[src/wwdt_defines.vh]
// register map, field positions, reset values and timing counts
// assumes a 32-bit apb slave with each register in one aligned word
`ifndef WWDT_DEFINES_VH
`define WWDT_DEFINES_VH

// ----------------------------------------------------------------
// register indices, byte address is four times the index
// ----------------------------------------------------------------
`define WWDT_IDX_CONTROL 10'h000
`define WWDT_IDX_STATUS 10'h001

// ----------------------------------------------------------------
// field positions
// ----------------------------------------------------------------
`define WWDT_CTRL_CLOSED_HI 7
`define WWDT_CTRL_CLOSED_LO 4
`define WWDT_CTRL_OPEN_HI 3
`define WWDT_CTRL_OPEN_LO 0
`define WWDT_STAT_LOCK 7
`define WWDT_STAT_SYNC 0

// ----------------------------------------------------------------
// reset values and codes
// ----------------------------------------------------------------
`define WWDT_STATUS_RESET 8'h00
`define WWDT_CODE_OFF 4'h0
`define WWDT_CODE_MAX 4'hB

// ----------------------------------------------------------------
// timing: tick rate in Hz, counts in watchdog ticks
// ----------------------------------------------------------------
`define WWDT_TICK_RATE_HZ 1000
`define WWDT_SYNC_TICKS 2'h2
`define WWDT_DUR_SHORTEST 14'h0008
`define WWDT_DUR_LONGEST 14'h2000

`endif

[src/wwdt_core.v]
// windowed watchdog timer with apb registers, change protection and lock
// assumes the cpu supplies restart pulses, the protection window level
// and the debug halt level on pclk; the tick pin is asynchronous
//
// Contract
// - non-zero timeout code enables the watchdog
// - control and lock writable only through protection
// - control loads from fuse; enabled fuse sets lock
// - normal mode: missed restart raises system reset
// - accepted restart clears counter, new period
// - closed code zero means normal mode
// - restart during closed period raises reset
// - open follows closed; reset at open end
// - no closed period until first restart
// - lock set ignores control writes
// - lock only set; cleared only in debug
// - counting steps on each tick while enabled and not in debug halt
// - control write sets sync pending until applied
// - restart synchronises 2 ticks; extras ignored
// - unprotected write completes but changes nothing
// - closed code 1..11 gives 8..8K ticks
// - timeout code same encoding, zero is off
// - control bits 7:4 closed, 3:0 timeout
// - status lock bit 7, sync pending bit 0
// - counter steps on asynchronous 1 kHz tick
// - debug halt stops and clears counter
//
// Implementation choice: register access over APB.
`timescale 1ns/10ps
`default_nettype none
`include "wwdt_defines.vh"

module wwdt_core (
	input wire pclk,
	input wire presetn,
	input wire psel,
	input wire penable,
	input wire pwrite,
	input wire [11:0] paddr,
	input wire [31:0] pwdata,
	output reg [31:0] prdata,
	output wire pready,
	output reg pslverr,
	input wire watchdog_tick,
	input wire restart_instruction,
	input wire change_protection_open,
	input wire debug_halt,
	input wire [7:0] boot_config_fuse,
	output reg sys_reset_req,
	output wire watchdog_enabled
);

// ----------------------------------------------------------------
// phase encoding
// ----------------------------------------------------------------
localparam [2:0] ST_OFF = 3'b001;
localparam [2:0] ST_CLOSED = 3'b010;
localparam [2:0] ST_OPEN = 3'b100;

reg [7:0] watchdog_control;
reg [7:0] active_control;
reg lock;
reg sync_pending;
reg [1:0] sync_cnt;
reg restart_busy;
reg [1:0] restart_cnt;
reg boot_loaded;
reg [2:0] state;
reg [13:0] count;
reg [2:0] next_state;
reg [13:0] next_count;
reg next_fire;
wire tick_en;
wire [9:0] reg_index;
wire setup;
wire wr_access;
wire ctrl_write;
wire hit_control;
wire hit_status;
wire apply_now;
wire restart_now;
wire [3:0] act_closed;
wire [3:0] act_open;
wire [3:0] new_closed;
wire [3:0] new_open;
wire [13:0] closed_len;
wire [13:0] open_len;
wire [13:0] count_inc;

// ----------------------------------------------------------------
// duration decode
// ----------------------------------------------------------------
function [13:0] wwdt_duration;
	input [3:0] code;
	begin
		case (code)
			4'h1: wwdt_duration = `WWDT_DUR_SHORTEST;
			4'h2: wwdt_duration = 14'h0010;
			4'h3: wwdt_duration = 14'h0020;
			4'h4: wwdt_duration = 14'h0040;
			4'h5: wwdt_duration = 14'h0080;
			4'h6: wwdt_duration = 14'h0100;
			4'h7: wwdt_duration = 14'h0200;
			4'h8: wwdt_duration = 14'h0400;
			4'h9: wwdt_duration = 14'h0800;
			4'hA: wwdt_duration = 14'h1000;
			default: wwdt_duration = `WWDT_DUR_LONGEST;
		endcase
	end
endfunction

// ----------------------------------------------------------------
// tick from the oscillator pin
// ----------------------------------------------------------------
wwdt_tick_sync u_tick (
	.pclk(pclk),
	.presetn(presetn),
	.tick_pin(watchdog_tick),
	.tick_en(tick_en)
);

// ----------------------------------------------------------------
// field views
// ----------------------------------------------------------------
assign act_closed = active_control[`WWDT_CTRL_CLOSED_HI:`WWDT_CTRL_CLOSED_LO];
assign act_open = active_control[`WWDT_CTRL_OPEN_HI:`WWDT_CTRL_OPEN_LO];
assign new_closed =
	watchdog_control[`WWDT_CTRL_CLOSED_HI:`WWDT_CTRL_CLOSED_LO];
assign new_open = watchdog_control[`WWDT_CTRL_OPEN_HI:`WWDT_CTRL_OPEN_LO];
assign closed_len = wwdt_duration(act_closed);
assign open_len = wwdt_duration(act_open);
assign count_inc = count + 14'h0001;
assign watchdog_enabled = (act_open != `WWDT_CODE_OFF);

// ----------------------------------------------------------------
// apb decode
// ----------------------------------------------------------------
assign reg_index = paddr[11:2];
assign setup = psel & ~penable;
assign wr_access = psel & penable & pwrite;
assign hit_control = (reg_index == `WWDT_IDX_CONTROL);
assign hit_status = (reg_index == `WWDT_IDX_STATUS);
assign pready = 1'b1;
assign ctrl_write = boot_loaded & wr_access & hit_control &
	change_protection_open & ~lock;

// read data is prepared in the setup cycle
always @(posedge pclk or negedge presetn) begin
	if (!presetn) begin
		prdata <= 32'h0000_0000;
	end else if (setup) begin
		if (hit_control)
			prdata <= {24'h00_0000, watchdog_control};
		else if (hit_status)
			prdata <= {24'h00_0000, lock, 6'h00, sync_pending};
		else
			prdata <= 32'h0000_0000;
	end
end

// unmapped indices answer with an error; writes to them are dropped
always @(posedge pclk or negedge presetn) begin
	if (!presetn) begin
		pslverr <= 1'b0;
	end else if (setup) begin
		pslverr <= ~(hit_control | hit_status);
	end
end

// ----------------------------------------------------------------
// software control and boot load
// ----------------------------------------------------------------
always @(posedge pclk or negedge presetn) begin
	if (!presetn) begin
		watchdog_control <= 8'h00;
		boot_loaded <= 1'b0;
	end else if (!boot_loaded) begin
		watchdog_control <= boot_config_fuse;
		boot_loaded <= 1'b1;
	end else if (ctrl_write) begin
		watchdog_control <= pwdata[7:0];
	end
end

// ----------------------------------------------------------------
// sync pending tracking
// ----------------------------------------------------------------
assign apply_now = sync_pending & tick_en &
	(sync_cnt == (`WWDT_SYNC_TICKS - 2'h1));

// a write during a transfer restarts it with the new value
always @(posedge pclk or negedge presetn) begin
	if (!presetn) begin
		sync_pending <= 1'b0;
		sync_cnt <= 2'h0;
	end else if (ctrl_write) begin
		sync_pending <= 1'b1;
		sync_cnt <= 2'h0;
	end else if (sync_pending && tick_en) begin
		if (apply_now) begin
			sync_pending <= 1'b0;
			sync_cnt <= 2'h0;
		end else begin
			sync_cnt <= sync_cnt + 2'h1;
		end
	end
end

// ----------------------------------------------------------------
// lock bit
// ----------------------------------------------------------------
always @(posedge pclk or negedge presetn) begin
	if (!presetn) begin
		lock <= 1'b0;
	end else if (!boot_loaded) begin
		lock <= (boot_config_fuse[`WWDT_CTRL_OPEN_HI:`WWDT_CTRL_OPEN_LO]
			!= `WWDT_CODE_OFF);
	end else if (wr_access && hit_status
		&& change_protection_open) begin
		// software may only set it; clearing needs debug halt
		if (pwdata[`WWDT_STAT_LOCK])
			lock <= 1'b1;
		else if (debug_halt)
			lock <= 1'b0;
	end
end

// ----------------------------------------------------------------
// restart synchronisation
// ----------------------------------------------------------------
assign restart_now = restart_busy & tick_en & (restart_cnt == 2'h1);

always @(posedge pclk or negedge presetn) begin
	if (!presetn) begin
		restart_busy <= 1'b0;
		restart_cnt <= 2'h0;
	end else if (!restart_busy) begin
		if (restart_instruction) begin
			restart_busy <= 1'b1;
			restart_cnt <= 2'h0;
		end
	end else if (tick_en) begin
		if (restart_now) begin
			restart_busy <= 1'b0;
			restart_cnt <= 2'h0;
		end else begin
			restart_cnt <= restart_cnt + 2'h1;
		end
	end
end

// ----------------------------------------------------------------
// counter and phase
// ----------------------------------------------------------------
always @* begin
	next_state = state;
	next_count = count;
	next_fire = 1'b0;
	if (debug_halt) begin
		next_count = 14'h0000;
		next_state = watchdog_enabled ? ST_OPEN : ST_OFF;
	end else if (apply_now) begin
		next_count = 14'h0000;
		if (new_open == `WWDT_CODE_OFF)
			next_state = ST_OFF;
		else if (state == ST_OFF)
			next_state = ST_OPEN;
		else if (new_closed == `WWDT_CODE_OFF)
			next_state = ST_OPEN;
		else if (act_closed == `WWDT_CODE_OFF)
			next_state = ST_OPEN;
	end else if (tick_en) begin
		case (state)
			ST_OFF: begin
				next_count = 14'h0000;
			end
			ST_CLOSED: begin
				if (restart_now) begin
					next_fire = 1'b1;
					next_count = 14'h0000;
				end else if (count_inc == closed_len) begin
					next_state = ST_OPEN;
					next_count = 14'h0000;
				end else begin
					next_count = count_inc;
				end
			end
			ST_OPEN: begin
				if (restart_now) begin
					next_count = 14'h0000;
					if (act_closed != `WWDT_CODE_OFF)
						next_state = ST_CLOSED;
					else
						next_state = ST_OPEN;
				end else if (count_inc == open_len) begin
					next_fire = 1'b1;
					next_count = 14'h0000;
				end else begin
					next_count = count_inc;
				end
			end
			default: begin
				next_state = ST_OFF;
				next_count = 14'h0000;
			end
		endcase
	end
end

always @(posedge pclk or negedge presetn) begin
	if (!presetn) begin
		active_control <= 8'h00;
		state <= ST_OFF;
		count <= 14'h0000;
	end else if (!boot_loaded) begin
		active_control <= boot_config_fuse;
		state <= (boot_config_fuse[`WWDT_CTRL_OPEN_HI:`WWDT_CTRL_OPEN_LO]
			!= `WWDT_CODE_OFF) ? ST_OPEN : ST_OFF;
		count <= 14'h0000;
	end else begin
		if (apply_now)
			active_control <= watchdog_control;
		state <= next_state;
		count <= next_count;
	end
end

// ----------------------------------------------------------------
// reset request to the reset controller
// ----------------------------------------------------------------
// one pclk pulse; the counter keeps running after it
always @(posedge pclk or negedge presetn) begin
	if (!presetn)
		sys_reset_req <= 1'b0;
	else if (!boot_loaded)
		sys_reset_req <= 1'b0;
	else
		sys_reset_req <= next_fire;
end

endmodule
`default_nettype wire

[src/wwdt_tick_sync.v]
// two-stage synchroniser and rising edge detector for the watchdog tick
// assumes the tick pin is far slower than pclk
`timescale 1ns/10ps
`default_nettype none

module wwdt_tick_sync (
	input wire pclk,
	input wire presetn,
	input wire tick_pin,
	output reg tick_en
);

reg meta;
reg stable;
reg stable_d;

// ----------------------------------------------------------------
// synchroniser and edge detect
// ----------------------------------------------------------------
always @(posedge pclk or negedge presetn) begin
	if (!presetn) begin
		meta <= 1'b0;
		stable <= 1'b0;
		stable_d <= 1'b0;
		tick_en <= 1'b0;
	end else begin
		meta <= tick_pin;
		stable <= meta;
		stable_d <= stable;
		tick_en <= stable & ~stable_d;
	end
end

endmodule
`default_nettype wire
[config.mk]
export PLATFORM = sky130hd
export DESIGN_NAME = wwdt_core
export DESIGN_NICKNAME = d
export VERILOG_FILES = /design/src/wwdt_core.v /design/src/wwdt_tick_sync.v
export VERILOG_INCLUDE_DIRS = /design/src
export SDC_FILE = /design/constraint.sdc
export NUM_CORES = 1
export LEC_CHECK = 0
export ABC_AREA = 1
export BUFFER_PORTS_ARGS = -buffer_cell sky130_fd_sc_hd__clkbuf_2
export CORE_ASPECT_RATIO = 0.7
export CORE_MARGIN = 10
export CORE_UTILIZATION = 47
export DETAILED_ROUTE_END_ITERATION = 10
export PLACE_DENSITY = 0.71
export RECOVER_POWER = 50
export REMOVE_ABC_BUFFERS = 1
export SYNTH_ARGS = -nofsm -noshare
export SYNTH_HDL_FRONTEND = slang
export SYNTH_HIERARCHICAL = 1
export SYNTH_SLANG_ARGS = --single-unit
export TNS_END_PERCENT = 20
[constraint.sdc]
create_clock -name pclk -period 6 [get_ports pclk]
set_input_delay 1.5 -clock pclk [delete_from_list [all_inputs] [get_ports pclk]]
set_output_delay 1.5 -clock pclk [all_outputs]
set_load 0.02 [all_outputs]
==> impl_summary.log, run 1 <==
INFO  metric clock.fmax = 0.2502 GHz
INFO  metric number_of_different_library_cells_in_the_post_synthesis_netlist = 40
INFO  metric layout_worst_path_cycle_share = 66.61%
INFO  metric crit_path_cell_trace = clkbuf_2, clkbuf_1
INFO  metric timing.hold.worst.class = register to register
INFO  metric critical_path.n_buffers_inverters = 2
INFO  metric synth-seq-cells = 55
INFO  metric max_slew_margin = -102.3%
INFO  metric dr.pass1.iters = 5
INFO  metric critical_path.slowest_cell = sky130_fd_sc_hd__clkbuf_1
INFO  metric cts_root_buffer = sky130_fd_sc_hd__clkbuf_16
INFO  metric ff2ff_setup_slack = 3.59 ns
INFO  metric worst_ir_drop_vdd = 129.8 µV
INFO  metric endpoint_kind = asynchronous set/reset pin
INFO  metric grt_overflow_total = 0
INFO  metric drc = 0
INFO  metric wl_per_cell = 15.08 µm
INFO  metric antenna_violating_nets_post_route = 0
INFO  metric worst-setup-path-type = input pin to asynchronous set/reset pin
INFO  metric dr_total_vias = just over 4000
INFO  metric globalRouteTotalUtil = 17.70%
INFO  metric placeableCoreArea = roughly 0.0085 mm²
INFO  metric period_needed = 3.996 ns
INFO  metric final_max_slew_viol_count = 56
INFO  metric unrepaired_setup_endpoints_after_global_routing = no
INFO  metric floorplan.die.width = 131.5 µm
INFO  metric initial_core_util = 48.20%
INFO  metric die_h = 98.02 µm
INFO  metric cts_tree = done
INFO  metric dp_hpwl = 9.516 mm
INFO  metric cts_inserted_buffers = 5
INFO  metric num_io_pins = 97
INFO  metric worst_skew_pair.late_latency = about 0.3 ns
INFO  metric worst_slack = 2.004 ns
INFO  metric io_buffer_count = 45
INFO  metric hold_violations = 0
INFO  metric htreeDepth = 2
INFO  metric worst_path_required = 5.74 ns
INFO  metric vias_in_the_first_global_route = about 3800
INFO  metric finalWirelength = 11.68 mm
INFO  metric grt_first_pass_wirelength = 19.03 mm
INFO  metric cts.sink_count = 55
INFO  metric largest_net_degree_at_the_start_of_global_routing = 56
INFO  metric drt-initial-drc-count = 302
INFO  metric synthesis.instances = just over 600
INFO  metric post_cts.repair.setup_buffers = 0
INFO  metric setup_viol_count_final = 0
INFO  metric max_cap_violations = 1
INFO  metric powerDensity = 215.5 mW/mm²
INFO  metric dieArea = 0.01288 mm²
INFO  metric preCtsSetupSlack = 2.729 ns
INFO  metric area_delta_synth_final = 9.675%
INFO  metric core.rowCount = 28
INFO  metric gp_congestion = 0.9259
INFO  metric synth.avg_cell_area = ~6.7 µm²
INFO  metric synth-seq-area-share = around a third
INFO  metric hold_buffers = 0
INFO  metric power.leakage = 2.372 nW
INFO  metric failed_checks = max-capacitance violations, max-slew violations
INFO  metric crit_family = buffers and inverters
INFO  metric critical_path.max_fanout = 55
INFO  metric ctsLongestPathBuffers = 2
INFO  metric finalHoldWorstSlack = 0.3604 ns
INFO  metric grt_antenna_before_repair = 0
INFO  metric via_per_instance_ratio = 5.225
INFO  metric critical_path_arrival = approximately 3.7 ns
INFO  metric critical-path-max-stage-delay = ~2.1 ns
INFO  metric final.setup_skew = about 0.0061 ns
INFO  metric num-nets-final = 716
INFO  metric post_route_cells_drive_above_1_share = 14.37%
INFO  metric ys.warnings.count = 6
INFO  metric post_synth_instance_area = around 0.0041 mm²
INFO  metric ctsResizeCount = 0
INFO  metric antennaDiodeCount = 0
INFO  metric outcome = complete, but fails checks
INFO  metric setup_total_negative_slack = 0 ns
INFO  metric worst_slew_pin_slew = 3.035 ns
INFO  metric clk_slew_on_worst_s_h_paths = 0.07 ns
INFO  metric setup.worst_path.start_class = input pin
==> power by group <==
part           total [mW]  internal (mW)  switching (mW)
Sequential          0.430          0.404          0.0263
Clock               0.306          0.157           0.149
Combinational       0.230         0.0682           0.161
Total               0.966          0.629           0.337
==> path summary, 6_finish.rpt <==
kind / from / to / depth (start not counted)
max in group pclk: active_control[3]$_DFFE_PN0P_ / watchdog_enabled / 5
max reg2reg: count[1]$_DFFE_PN0N_ / count[5]$_DFFE_PN0N_ / 14
min reg2reg: u_tick/meta$_DFF_PN0_ / u_tick/stable$_DFF_PN0_ / 0
min in group asynchronous: presetn / prdata[5]$_DFFE_PN0P_ / 2
max: presetn / state[2]$_DFFE_PN0P_ / 2
min: u_tick/meta$_DFF_PN0_ / u_tick/stable$_DFF_PN0_ / 0
==> worst reg2reg max path: cells and delay by family (launching register included) <==
kind	cells	cell delay, ns
and+or+nand+nor	13	1.51
DFF	1	0.48
adders and majority gates	1	0.30
==> per-layer routing <==
| layer | global-route usage (%) | vias up | wire [µm] |
|---|---|---|---|
| met1 | 25.74 | 1905 | 5743 |
| met3 | 4.708 | 11 | 958 |
| met2 | 25.78 | 139 | 4895 |
| met4 | 3.069 | 0 | 77 |
| met5 | 0 | - | 0 |
| li1 | - | 1989 | - |
==> logic make-up after synthesis <==
| group | after synthesis | share of synthesized area (%) |
|---|---|---|
| other | 2 | 0.1838 |
| XOR/XNOR | 2 | 0.4287 |
| AO/OA/AOI/OAI | 52 | 8.298 |
| adder cells (fa/ha/maj) | 2 | 0.6123 |
| buffers and inverters | 117 | 13.17 |
| flip-flops | 55 | 33.71 |
| AND/OR/NAND/NOR | 377 | 43.60 |
==> registers in the layout, indices dropped and copies added, names as in the netlist, 2 cells and up <==
name and count:
restart_cnt 2, active_control 8, watchdog_control 8, prdata 8
state 3, count 14, sync_cnt 2
==> cell type report <==
cell class / instances / area (µm²)
Clock buffer: 6 / 128.9
Sequential cell: 55 / 1378
Tap cell: 120 / 150.1
Inverter: 86 / 322.8
Timing Repair Buffer: 46 / 227.7
Multi-Input combinational cell: 459 / 2258
Fill cell: 871 / 3996
Clock inverter: 2 / 16.27
==> cells in the final DEF, fill, tap and decap left out, types with 3 or more instances in the layout <==
cell type	n
sky130_fd_sc_hd__nand3_2	3
sky130_fd_sc_hd__conb_1	26
sky130_fd_sc_hd__nor3_1	7
sky130_fd_sc_hd__nor3_2	3
sky130_fd_sc_hd__clkbuf_2	44
sky130_fd_sc_hd__nand3b_1	6
sky130_fd_sc_hd__inv_1	82
sky130_fd_sc_hd__dfrtp_1	54
sky130_fd_sc_hd__nand2_2	13
sky130_fd_sc_hd__inv_2	4
sky130_fd_sc_hd__o221ai_1	4
sky130_fd_sc_hd__o21ai_0	7
sky130_fd_sc_hd__nor2_1	87
sky130_fd_sc_hd__a21oi_1	16
sky130_fd_sc_hd__nand3_1	64
sky130_fd_sc_hd__nand2_1	162
sky130_fd_sc_hd__nand4_1	10
sky130_fd_sc_hd__o31ai_1	6
sky130_fd_sc_hd__clkbuf_1	3
sky130_fd_sc_hd__clkbuf_16	5
sky130_fd_sc_hd__nand2_4	5
sky130_fd_sc_hd__o211ai_1	12
sky130_fd_sc_hd__nor2_2	5
==> synthesized netlist by cell type (all sizes together) <==
library cell	instances	area (µm²)
xnor2	2	17.52
and3	1	6.260
inv	86	322.8
o21bai	1	11.26
o31ai	6	45.04
dfstp	1	26.28
nor3	11	81.33
nand3b	6	45.04
nand4	11	75.07
nand3	68	367.9
a21oi	16	80.08
o211ai	12	90.09
conb	2	7.510
nor4	2	12.51
nor4b	1	23.77
and2	2	12.51
buf	27	200.2
a221oi	2	17.52
dfrtp	54	1351
ha	2	25.02
o221ai	4	35.03
o21ai	10	53.80
nor2	95	411.7
nand2	180	745.7
a31oi	1	6.260
clkbuf	4	15.01
==> per-stage QoR <==
| stage | util (%) | std cells | cell area, µm² | total power [mW] |
|---|---|---|---|---|
| floorplan | - | 600 | 3961 | 0.5925 |
| global placement | 51.24 | 766 | 4344 | 0.6584 |
| detailed placement | 51.24 | 766 | 4344 | 0.6626 |
| CTS | 52.95 | 774 | 4489 | 0.9655 |
| global route | 52.86 | 774 | 4482 | 1.019 |
| finish | 52.86 | 774 | 4482 | 0.9660 |
(Power assumes the default switching activity.)
==> inputs of run 2 (changes only) <==
ABC_AREA = 0   (was 1)
PLACE_DENSITY = 0.72   (was 0.71)
clock period = 3.7 ns   (was 6 ns; I/O delays follow)
==> run 2 against run 1 <==
The flow still finishes with violations (max-capacitance violations, max-slew violations). Sequential share of layout area grew 1.9 points. Flip-flop and latch count did not move. Cell area fell by 5.9%. Setup slack worse by 1.8 ns. Clock-buffer cell count stayed put. Clock power grew 75%. Clock skew about the same. Routed wire length down 13%. Non-clock buffer count grew 8. Via count fell by 15%. Synthesized area is 6.2% lower. Largest cell class unchanged. Highest routed layer unchanged.
==> impl_summary.log, run 2 <==
INFO  metric outcome = complete, but fails checks
INFO  metric failed_checks = max-capacitance violations, max-slew violations
INFO  metric top_layer_used = met4
INFO  metric unrepaired_setup_endpoints_after_global_routing = no
INFO  metric cts_root_buffer = sky130_fd_sc_hd__clkbuf_16
INFO  metric antenna_violating_nets_post_route = 0 (unchanged)
INFO  metric ff2ff_setup_slack = 0.18 ns (-3.41 ns)
INFO  metric synth-seq-area-share = 35.95% (+2.2 points)
INFO  metric gp_congestion = 0.9254 (about the same)
INFO  metric htreeDepth = 2 (unchanged)
INFO  metric critical_path.n_buffers_inverters = 0 (-2)
INFO  metric max_slew_margin = -25.03% (+77 points)
INFO  metric via_per_instance_ratio = 6.076 (+16%)
INFO  metric dr_total_vias = 3439 (-15%)
INFO  metric antennaDiodeCount = 0 (unchanged)
INFO  metric final.setup_skew = 0.006484 ns (+0.0003556 ns)
INFO  metric timing.hold.worst.class = register to register
INFO  metric worst_slew_pin_slew = 1.875 ns (-1.159 ns)
INFO  metric endpoint_kind = register
INFO  metric min_from = u_tick/meta$_DFF_PN0_
INFO  metric crit_family = compound AO/OA/AOI/OAI gates
INFO  metric die_h = 95.55 µm (-2.5%)
INFO  metric synthTopCellsByArea = sky130_fd_sc_hd__dfrtp_1 35%, sky130_fd_sc_hd__buf_4 5.1%, sky130_fd_sc_hd__nand2_1 4.4%
INFO  metric num_io_pins = 97 (unchanged)
INFO  metric finalWirelength = 10.10 mm (-13%)
INFO  metric hold_depth = 0 (unchanged)
INFO  metric wl_met3 = 789 µm (-18%)
INFO  metric synthesis.instances = 430 (-29%)
INFO  metric worst_path_required = 3.88 ns (-1.86 ns)
INFO  metric detail_route.wirelength.met1 = 4.754 mm (-17%)
INFO  metric critical-path-max-stage-delay = 0.50 ns (-1.64 ns)
INFO  metric setup.worst_path.start_class = register
INFO  metric area_delta_synth_final = 10.09%
INFO  metric floorplan.die.width = 127.9 µm (-2.7%)
INFO  metric clock.fmax = 0.2838 GHz
INFO  metric registers.top_by_ff_count = count
INFO  metric powerDensity = 340.5 mW/mm² (+58%)
INFO  metric final_max_slew_viol_count = 36 (-36%)
INFO  metric hold_violations = 0 (unchanged)
INFO  metric critical_path.max_fanout = 8 (-85%)
INFO  metric crit_path_cell_trace = ha_1, nand3_2, or3_1, a2111oi_0, o21ai_0, a211oi_1, a31oi_2, a21oi_4, nor2_2, a221o_1
INFO  metric setup_viol_count_final = 0 (unchanged)
INFO  metric ys.warnings.count = 6 (unchanged)
INFO  metric final_cell_mix = 54 x sky130_fd_sc_hd__dfrtp_1, 45 x sky130_fd_sc_hd__nand2_1, 44 x sky130_fd_sc_hd__clkbuf_2
INFO  metric worst_skew_pair.late_latency = 0.29 ns (about the same)
INFO  metric ctsLongestPathBuffers = 2 (unchanged)
INFO  metric critical_path.slowest_cell = sky130_fd_sc_hd__dfrtp_1
INFO  metric grt_antenna_before_repair = 0 (unchanged)
INFO  metric cts_inserted_buffers = 5 (unchanged)
INFO  metric number_of_different_library_cells_in_the_post_synthesis_netlist = 72 (+80%)
INFO  metric synth_top_area_share = 35.26% (+2.2 points)
INFO  metric crit-reg2reg-launch = count[0]$_DFFE_PN0N_
INFO  metric wl_per_cell = 17.85 µm (+18%)
INFO  metric layout.core_utilization = 53.37% (+0.51 points)
INFO  metric power.leakage = 1.844 nW (-22%)
INFO  metric synth_most_common_cell = sky130_fd_sc_hd__dfrtp_1
INFO  metric synth_async_sr_flop_share = 100.0% (unchanged)
INFO  metric drc = 0 (unchanged)
INFO  metric dieArea = 0.01222 mm² (-5.1%)
INFO  metric synth-seq-cells = 55 (unchanged)
INFO  metric ys_dominant_reg_cell = sky130_fd_sc_hd__dfrtp_1
INFO  metric initial_core_util = 48.48% (+0.28 points)
INFO  metric placeableCoreArea = 0.007905 mm² (-6.8%)
INFO  metric setup_total_negative_slack = 0 ns (unchanged)
INFO  metric period_needed = ~3.5 ns
INFO  metric post-layout-total-power = 1.436 mW (+49%)
INFO  metric post_synth_instance_area = 0.003832 mm² (-6.2%)
INFO  metric synth_edf_count = 0 (unchanged)
INFO  metric dr.pass1.iters = 6 (+1)
INFO  metric max_ffs_per_register = 14 (unchanged)
INFO  metric worst-setup-path-type = register to register
INFO  metric critical_path.reg2reg.endpoint = count[4]$_DFFE_PN0N_
INFO  metric worst_ir_drop_vdd = 202.7 µV (+56%)
INFO  metric layout.cells.most_common = sky130_fd_sc_hd__dfrtp_1
INFO  metric grt_first_pass_wirelength = 16.08 mm (-15%)
INFO  metric dp_hpwl = 7.632 mm (-20%)
INFO  metric largest_net_degree_at_the_start_of_global_routing = 36 (-36%)
INFO  metric cts.sink_count = 55 (unchanged)
INFO  metric routed-wl-met2 = 4.495 mm (-8.2%)
INFO  metric min_delay_worst_endpoint = u_tick/stable$_DFF_PN0_
INFO  metric vias_in_the_first_global_route = 3102 (-18%)
INFO  metric post_route_cells_drive_above_1_share = 17.20% (+2.8 points)
INFO  metric max_cap_violations = 1 (unchanged)
INFO  metric grt_overflow_total = 0 (unchanged)
INFO  metric io_buffer_count = 45 (unchanged)
INFO  metric synth.top_cells.by_count = 54 x sky130_fd_sc_hd__dfrtp_1, 45 x sky130_fd_sc_hd__nand2_1, 31 x sky130_fd_sc_hd__nor2_1
INFO  metric num-nets-final = 527 (-26%)
INFO  metric timing.reg2reg.worst_path_depth = 10 (-4)
INFO  metric synth_largest_area_cell = sky130_fd_sc_hd__dfrtp_1
INFO  metric globalRouteTotalUtil = 15.99% (-1.7 points)
INFO  metric synth.avg_cell_area = 8.913 µm² (+32%)
INFO  metric core.rowCount = 27 (-3.6%)
INFO  metric clk_slew_on_worst_s_h_paths = 0.07 ns (about the same)
INFO  metric cts_tree = done
INFO  metric critical_path_arrival = 3.70 ns (-0.04 ns)
INFO  metric drt-initial-drc-count = 442 (+46%)
INFO  metric layout_worst_path_cycle_share = 95.22%
## run 2: cell types whose count changed in the layout (fill, tap and decap cells not counted), moves of 13 or more
cell,before,now
sky130_fd_sc_hd__nand2_1,162,45
sky130_fd_sc_hd__inv_1,82,8
sky130_fd_sc_hd__nor2_1,87,31
sky130_fd_sc_hd__nand3_1,64,10
sky130_fd_sc_hd__nand2_2,13,0
## run 2: how the worst max path moves through the flow
stage                              start                              end  slack (ns)  depth (start not counted)
floorplan                       paddr[7]  watchdog_control[5]$_DFFE_PN0P_        0.47                          5
global placement    count[0]$_DFFE_PN0N_            count[10]$_DFFE_PN0N_        0.28                         11
detailed placement  count[0]$_DFFE_PN0N_             count[4]$_DFFE_PN0N_        0.28                         11
CTS                 count[0]$_DFFE_PN0N_             count[4]$_DFFE_PN0N_        0.14                         10
global route        count[0]$_DFFE_PN0N_             count[4]$_DFFE_PN0N_        0.04                         10
finish              count[0]$_DFFE_PN0N_             count[4]$_DFFE_PN0N_        0.18                         10
## run 2: where the power goes
part           leakage (nW)  switching [mW]  internal [mW]  total [mW]
clock network        0.0771           0.216          0.320       0.536
logic                  1.08           0.131         0.0861       0.217
registers             0.689          0.0508          0.633       0.684
## run 2: what timing repair did
item | CTS | global route
buffers inserted | 0 | 0
setup endpoints to repair | 0 | 10
hold buffers | 0 | 0
resized for setup | 0 | 4
## run 2: kinds of logic (layout without fill, tap and decap cells)
kind of cell,Yosys count,count (layout),share of synthesized area [%]
buffers and inverters,59,70,8.619
muxes,10,10,2.742
adders and majority gates,2,2,0.6529
AOI/OAI and AO/OA,110,110,22.20
other,2,26,0.1960
and+or+nand+nor,174,174,24.81
xor gates and xnor gates,18,18,4.832
DFF,55,55,35.95
## run 2: metrics by stage
step                area (µm²)  setup WS, ns  hold slack [ns]  cells
floorplan                 3622        0.4732           0.3312    403
global placement          4048        0.2801           0.3434    558
detailed placement        4048        0.2774           0.3373    558
CTS                       4214        0.1445           0.3610    566
global route              4219       0.04348           0.3617    566
finish                    4219        0.1768           0.3569    566
## run 2: final cells by class
class                      instances  area, µm²
clock buffer                       6      128.9
clock inverter                     2      37.54
fill                             731       3686
inverter                           8      30.03
multi-input combinational        340       2235
sequential                        55       1378
tap                              101      126.4
timing repair buffer              54      284.0
## run 2: layer usage
layer,GRT usage (%),up-vias
met2,23.39,134
met1,23.55,1701
met3,3.825,7
met5,0,-
met4,2.617,0
li1,-,1597
==> inputs of run 3 (changes only) <==
PLACE_DENSITY = 0.75   (was 0.72)
clock period = 3 ns   (was 3.7 ns; I/O delays follow)
==> run 3 against run 2 <==
The flow now finishes without violations. Clock power rose by 25%. Sequential power increased by 21%. Combinational power is 40% higher. Maximum frequency is 23% higher. Total power rose by 25%. Cell area rose by 11%. Hold slack got worse by 0.0012 ns. Sequential share of layout area shrank 3.0 points. Non-clock buffer count is 43 higher. Via count is 5.2% higher. Cell count rose by 7.6%. Critical path type unchanged.
==> impl_summary.log, run 3 (same netlist as run 2, synthesis figures left out) <==
INFO  metric placeableCoreArea = 0.007905 mm² (unchanged)
INFO  metric grt_antenna_before_repair = 0 (unchanged)
INFO  metric dieArea = 0.01222 mm² (unchanged)
INFO  metric power.clock.fraction = 37.2% (about the same)
INFO  metric antennaDiodeCount = 0 (unchanged)
INFO  metric netSwitchingFraction = 28.24% (+0.56 points)
INFO  metric p_seq_share = 45.9% (-1.7 points)
INFO  metric dp_hpwl = 8.575 mm (+12%)
INFO  metric hold_violations = 0 (unchanged)
INFO  metric antenna_violating_nets_post_route = 0 (unchanged)
INFO  metric powerDensity = 385.7 mW/mm² (+13%)
INFO  metric final_cell_mix = 50 x sky130_fd_sc_hd__buf_4, 47 x sky130_fd_sc_hd__dfrtp_1, 46 x sky130_fd_sc_hd__clkbuf_2
INFO  metric dr_total_vias = 3618 (+5.2%)
INFO  metric wl_met3 = 1.026 mm (+30%)
INFO  metric via_per_instance_ratio = 5.941 (-2.2%)
INFO  metric max_cap_violations = 0 (-1)
INFO  metric comb_power_share = 16.8% (+1.7 points)
INFO  metric period_needed = 2.874 ns (-0.6495 ns)
INFO  metric cts.sink_count = 55 (unchanged)
INFO  metric htreeDepth = 2 (unchanged)
INFO  metric grt_overflow_total = 0 (unchanged)
INFO  metric setup_viol_count_final = 0 (unchanged)
INFO  metric num_io_pins = 97 (unchanged)
INFO  metric drt-initial-drc-count = 419 (-5.2%)
INFO  metric worst_slack = 0.1263 ns (-0.05049 ns)
INFO  metric ctsLongestPathBuffers = 2 (unchanged)
INFO  metric cts_inserted_buffers = 5 (unchanged)
INFO  metric wl_per_cell = 18.13 µm (+1.5%)
INFO  metric gp_congestion = 0.9580 (+3.5%)
INFO  metric finalHoldWorstSlack = 0.3556 ns (-0.001225 ns)
INFO  metric power.leakage = 2.093 nW (+14%)
INFO  metric layout.cells.most_common = sky130_fd_sc_hd__buf_4
INFO  metric layout_worst_path_cycle_share = 95.79% (+0.57 points)
INFO  metric critical_path.max_fanout = 10 (+2)
INFO  metric final.setup_skew = 0.008632 ns (+0.002148 ns)
INFO  metric dr.pass1.iters = 5 (-1)
INFO  metric critical_path_arrival = 3.05 ns (-0.65 ns)
INFO  metric finalWirelength = 11.04 mm (+9.3%)
INFO  metric grt_first_pass_wirelength = 17.90 mm (+11%)
INFO  metric net-switching-power = 508.5 µW (+28%)
INFO  metric top_layer_used = met4
INFO  metric routed-wl-met2 = 4.880 mm (+8.6%)
INFO  metric area_delta_synth_final = 21.81%
INFO  metric detail_route.wirelength.met1 = 5.028 mm (+5.8%)
INFO  metric final_max_slew_viol_count = 0 (-100%)
INFO  metric clock.fmax = 0.3480 GHz (+23%)
INFO  metric max_ffs_per_register = 14 (unchanged)
INFO  metric outcome = completed
INFO  metric die_h = 95.55 µm (unchanged)
INFO  metric unrepaired_setup_endpoints_after_global_routing = no
INFO  metric worst_ir_drop_vdd = 288.9 µV (+43%)
INFO  metric clk_slew_on_worst_s_h_paths = 0.07 ns (about the same)
INFO  metric worst-setup-path-type = register to register
INFO  metric cts_root_buffer = sky130_fd_sc_hd__clkbuf_16
INFO  metric worst_path_required = 3.18 ns (-0.70 ns)
INFO  metric num-nets-final = 570 (+8.2%)
INFO  metric initial_core_util = 48.48% (unchanged)
INFO  metric setup.worst_path.start_class = register
INFO  metric place_area = 0.004375 mm² (+8.1%)
INFO  metric timing.hold.worst.class = register to register
INFO  metric postLayoutCellArea = 0.004668 mm² (+11%)
INFO  metric preCtsSetupSlack = -0.05863 ns (-0.3361 ns)
INFO  metric largest_net_degree_at_the_start_of_global_routing = 56 (+56%)
INFO  metric cellInternalPower = 1.292 mW (+24%)
INFO  metric vias_in_the_first_global_route = 3478 (+12%)
INFO  metric cts_tree = done
INFO  metric floorplan.die.width = 127.9 µm (unchanged)
INFO  metric io_buffer_count = 45 (unchanged)
INFO  metric endpoint_kind = register
INFO  metric worst_skew_pair.late_latency = 0.30 ns (about the same)
INFO  metric max_slew_margin = 7.385% (+32 points)
INFO  metric core.rowCount = 27 (unchanged)
INFO  metric worst_slew_pin_slew = 1.389 ns (-0.4862 ns)
INFO  metric globalRouteTotalUtil = 17.79% (+1.8 points)
INFO  metric drc = 0 (unchanged)
INFO  metric registers.top_by_ff_count = count
INFO  metric post-layout-total-power = 1.801 mW (+25%)
INFO  metric post_route_cells_drive_above_1_share = 28.35% (+11 points)
## run 3: changes by cell type in the layout (fill, tap and decap cells not counted), sizes merged
cell	change
clkbuf	-1
buf	+44
## run 3: stage by stage
step	TNS, ns	cells	util (%)
6_report	0	609	59.05
5_1_grt	0	609	59.05
4_1_cts	0	609	57.63
3_5_place_dp	-0.4106	600	55.35
3_3_place_gp	0	600	55.35
2_1_floorplan	-0.8733	403	-
## run 3: power groups by stage
| stage | clock, mW | combinational (mW) | sequential [mW] |
|---|---|---|---|
| global placement | 0 | 0.286 | 0.838 |
| global route | 0.711 | 0.336 | 0.833 |
| floorplan | 0 | 0.179 | 0.842 |
| finish | 0.670 | 0.303 | 0.827 |
| CTS | 0.683 | 0.299 | 0.826 |
| detailed placement | 0 | 0.296 | 0.841 |
## run 3: cell type report
cell class              count  area, µm²
clock buffers               6      128.9
clock inverters             2      37.54
fillers                   692       3237
inverters                   8      30.03
multi-input cells         340       2333
flip-flops and latches     55       1386
well taps                 101      126.4
repair buffers             97      625.6
## run 3: repair_timing
item,4_1_cts,5_1_grt
endpoints found under the hold margin,0,0
buffers inserted,1,0
pin swaps,2,3
hold buffers,0,0
resized for setup,2,26
endpoints found under the setup margin,13,17
## run 3: worst paths after layout
path                                  startpoint                 endpoint  slack (ns)  cells past startpoint
max                         count[1]$_DFFE_PN0N_     count[6]$_DFFE_PN0N_        0.13                     11
min                        u_tick/meta$_DFF_PN0_  u_tick/stable$_DFF_PN0_        0.36                      0
max reg2reg                 count[1]$_DFFE_PN0N_     count[6]$_DFFE_PN0N_        0.13                     11
min reg2reg                u_tick/meta$_DFF_PN0_  u_tick/stable$_DFF_PN0_        0.36                      0
max in group asynchronous                presetn     count[6]$_DFFE_PN0N_        1.21                      2
min in group asynchronous                presetn     count[4]$_DFFE_PN0N_        0.82                      2
## run 3: critical path, stage by stage (launching register included)
cell	delay [ns]
sky130_fd_sc_hd__dfrtp_2	0.43
sky130_fd_sc_hd__nand4_4	0.16
sky130_fd_sc_hd__buf_12	0.17
sky130_fd_sc_hd__or3_1	0.49
sky130_fd_sc_hd__xnor2_1	0.20
sky130_fd_sc_hd__o2111ai_1	0.18
sky130_fd_sc_hd__a2111oi_4	0.24
sky130_fd_sc_hd__a31oi_2	0.17
sky130_fd_sc_hd__a21oi_4	0.22
sky130_fd_sc_hd__buf_4	0.22
sky130_fd_sc_hd__a211oi_1	0.07
sky130_fd_sc_hd__a21o_1	0.21
## run 3: layer usage
metal | GRT usage [%] | up-vias
met5 | 0 | -
met4 | 3.832 | 0
met3 | 5.211 | 11
met2 | 26.57 | 154
met1 | 24.87 | 1758
li1 | - | 1695
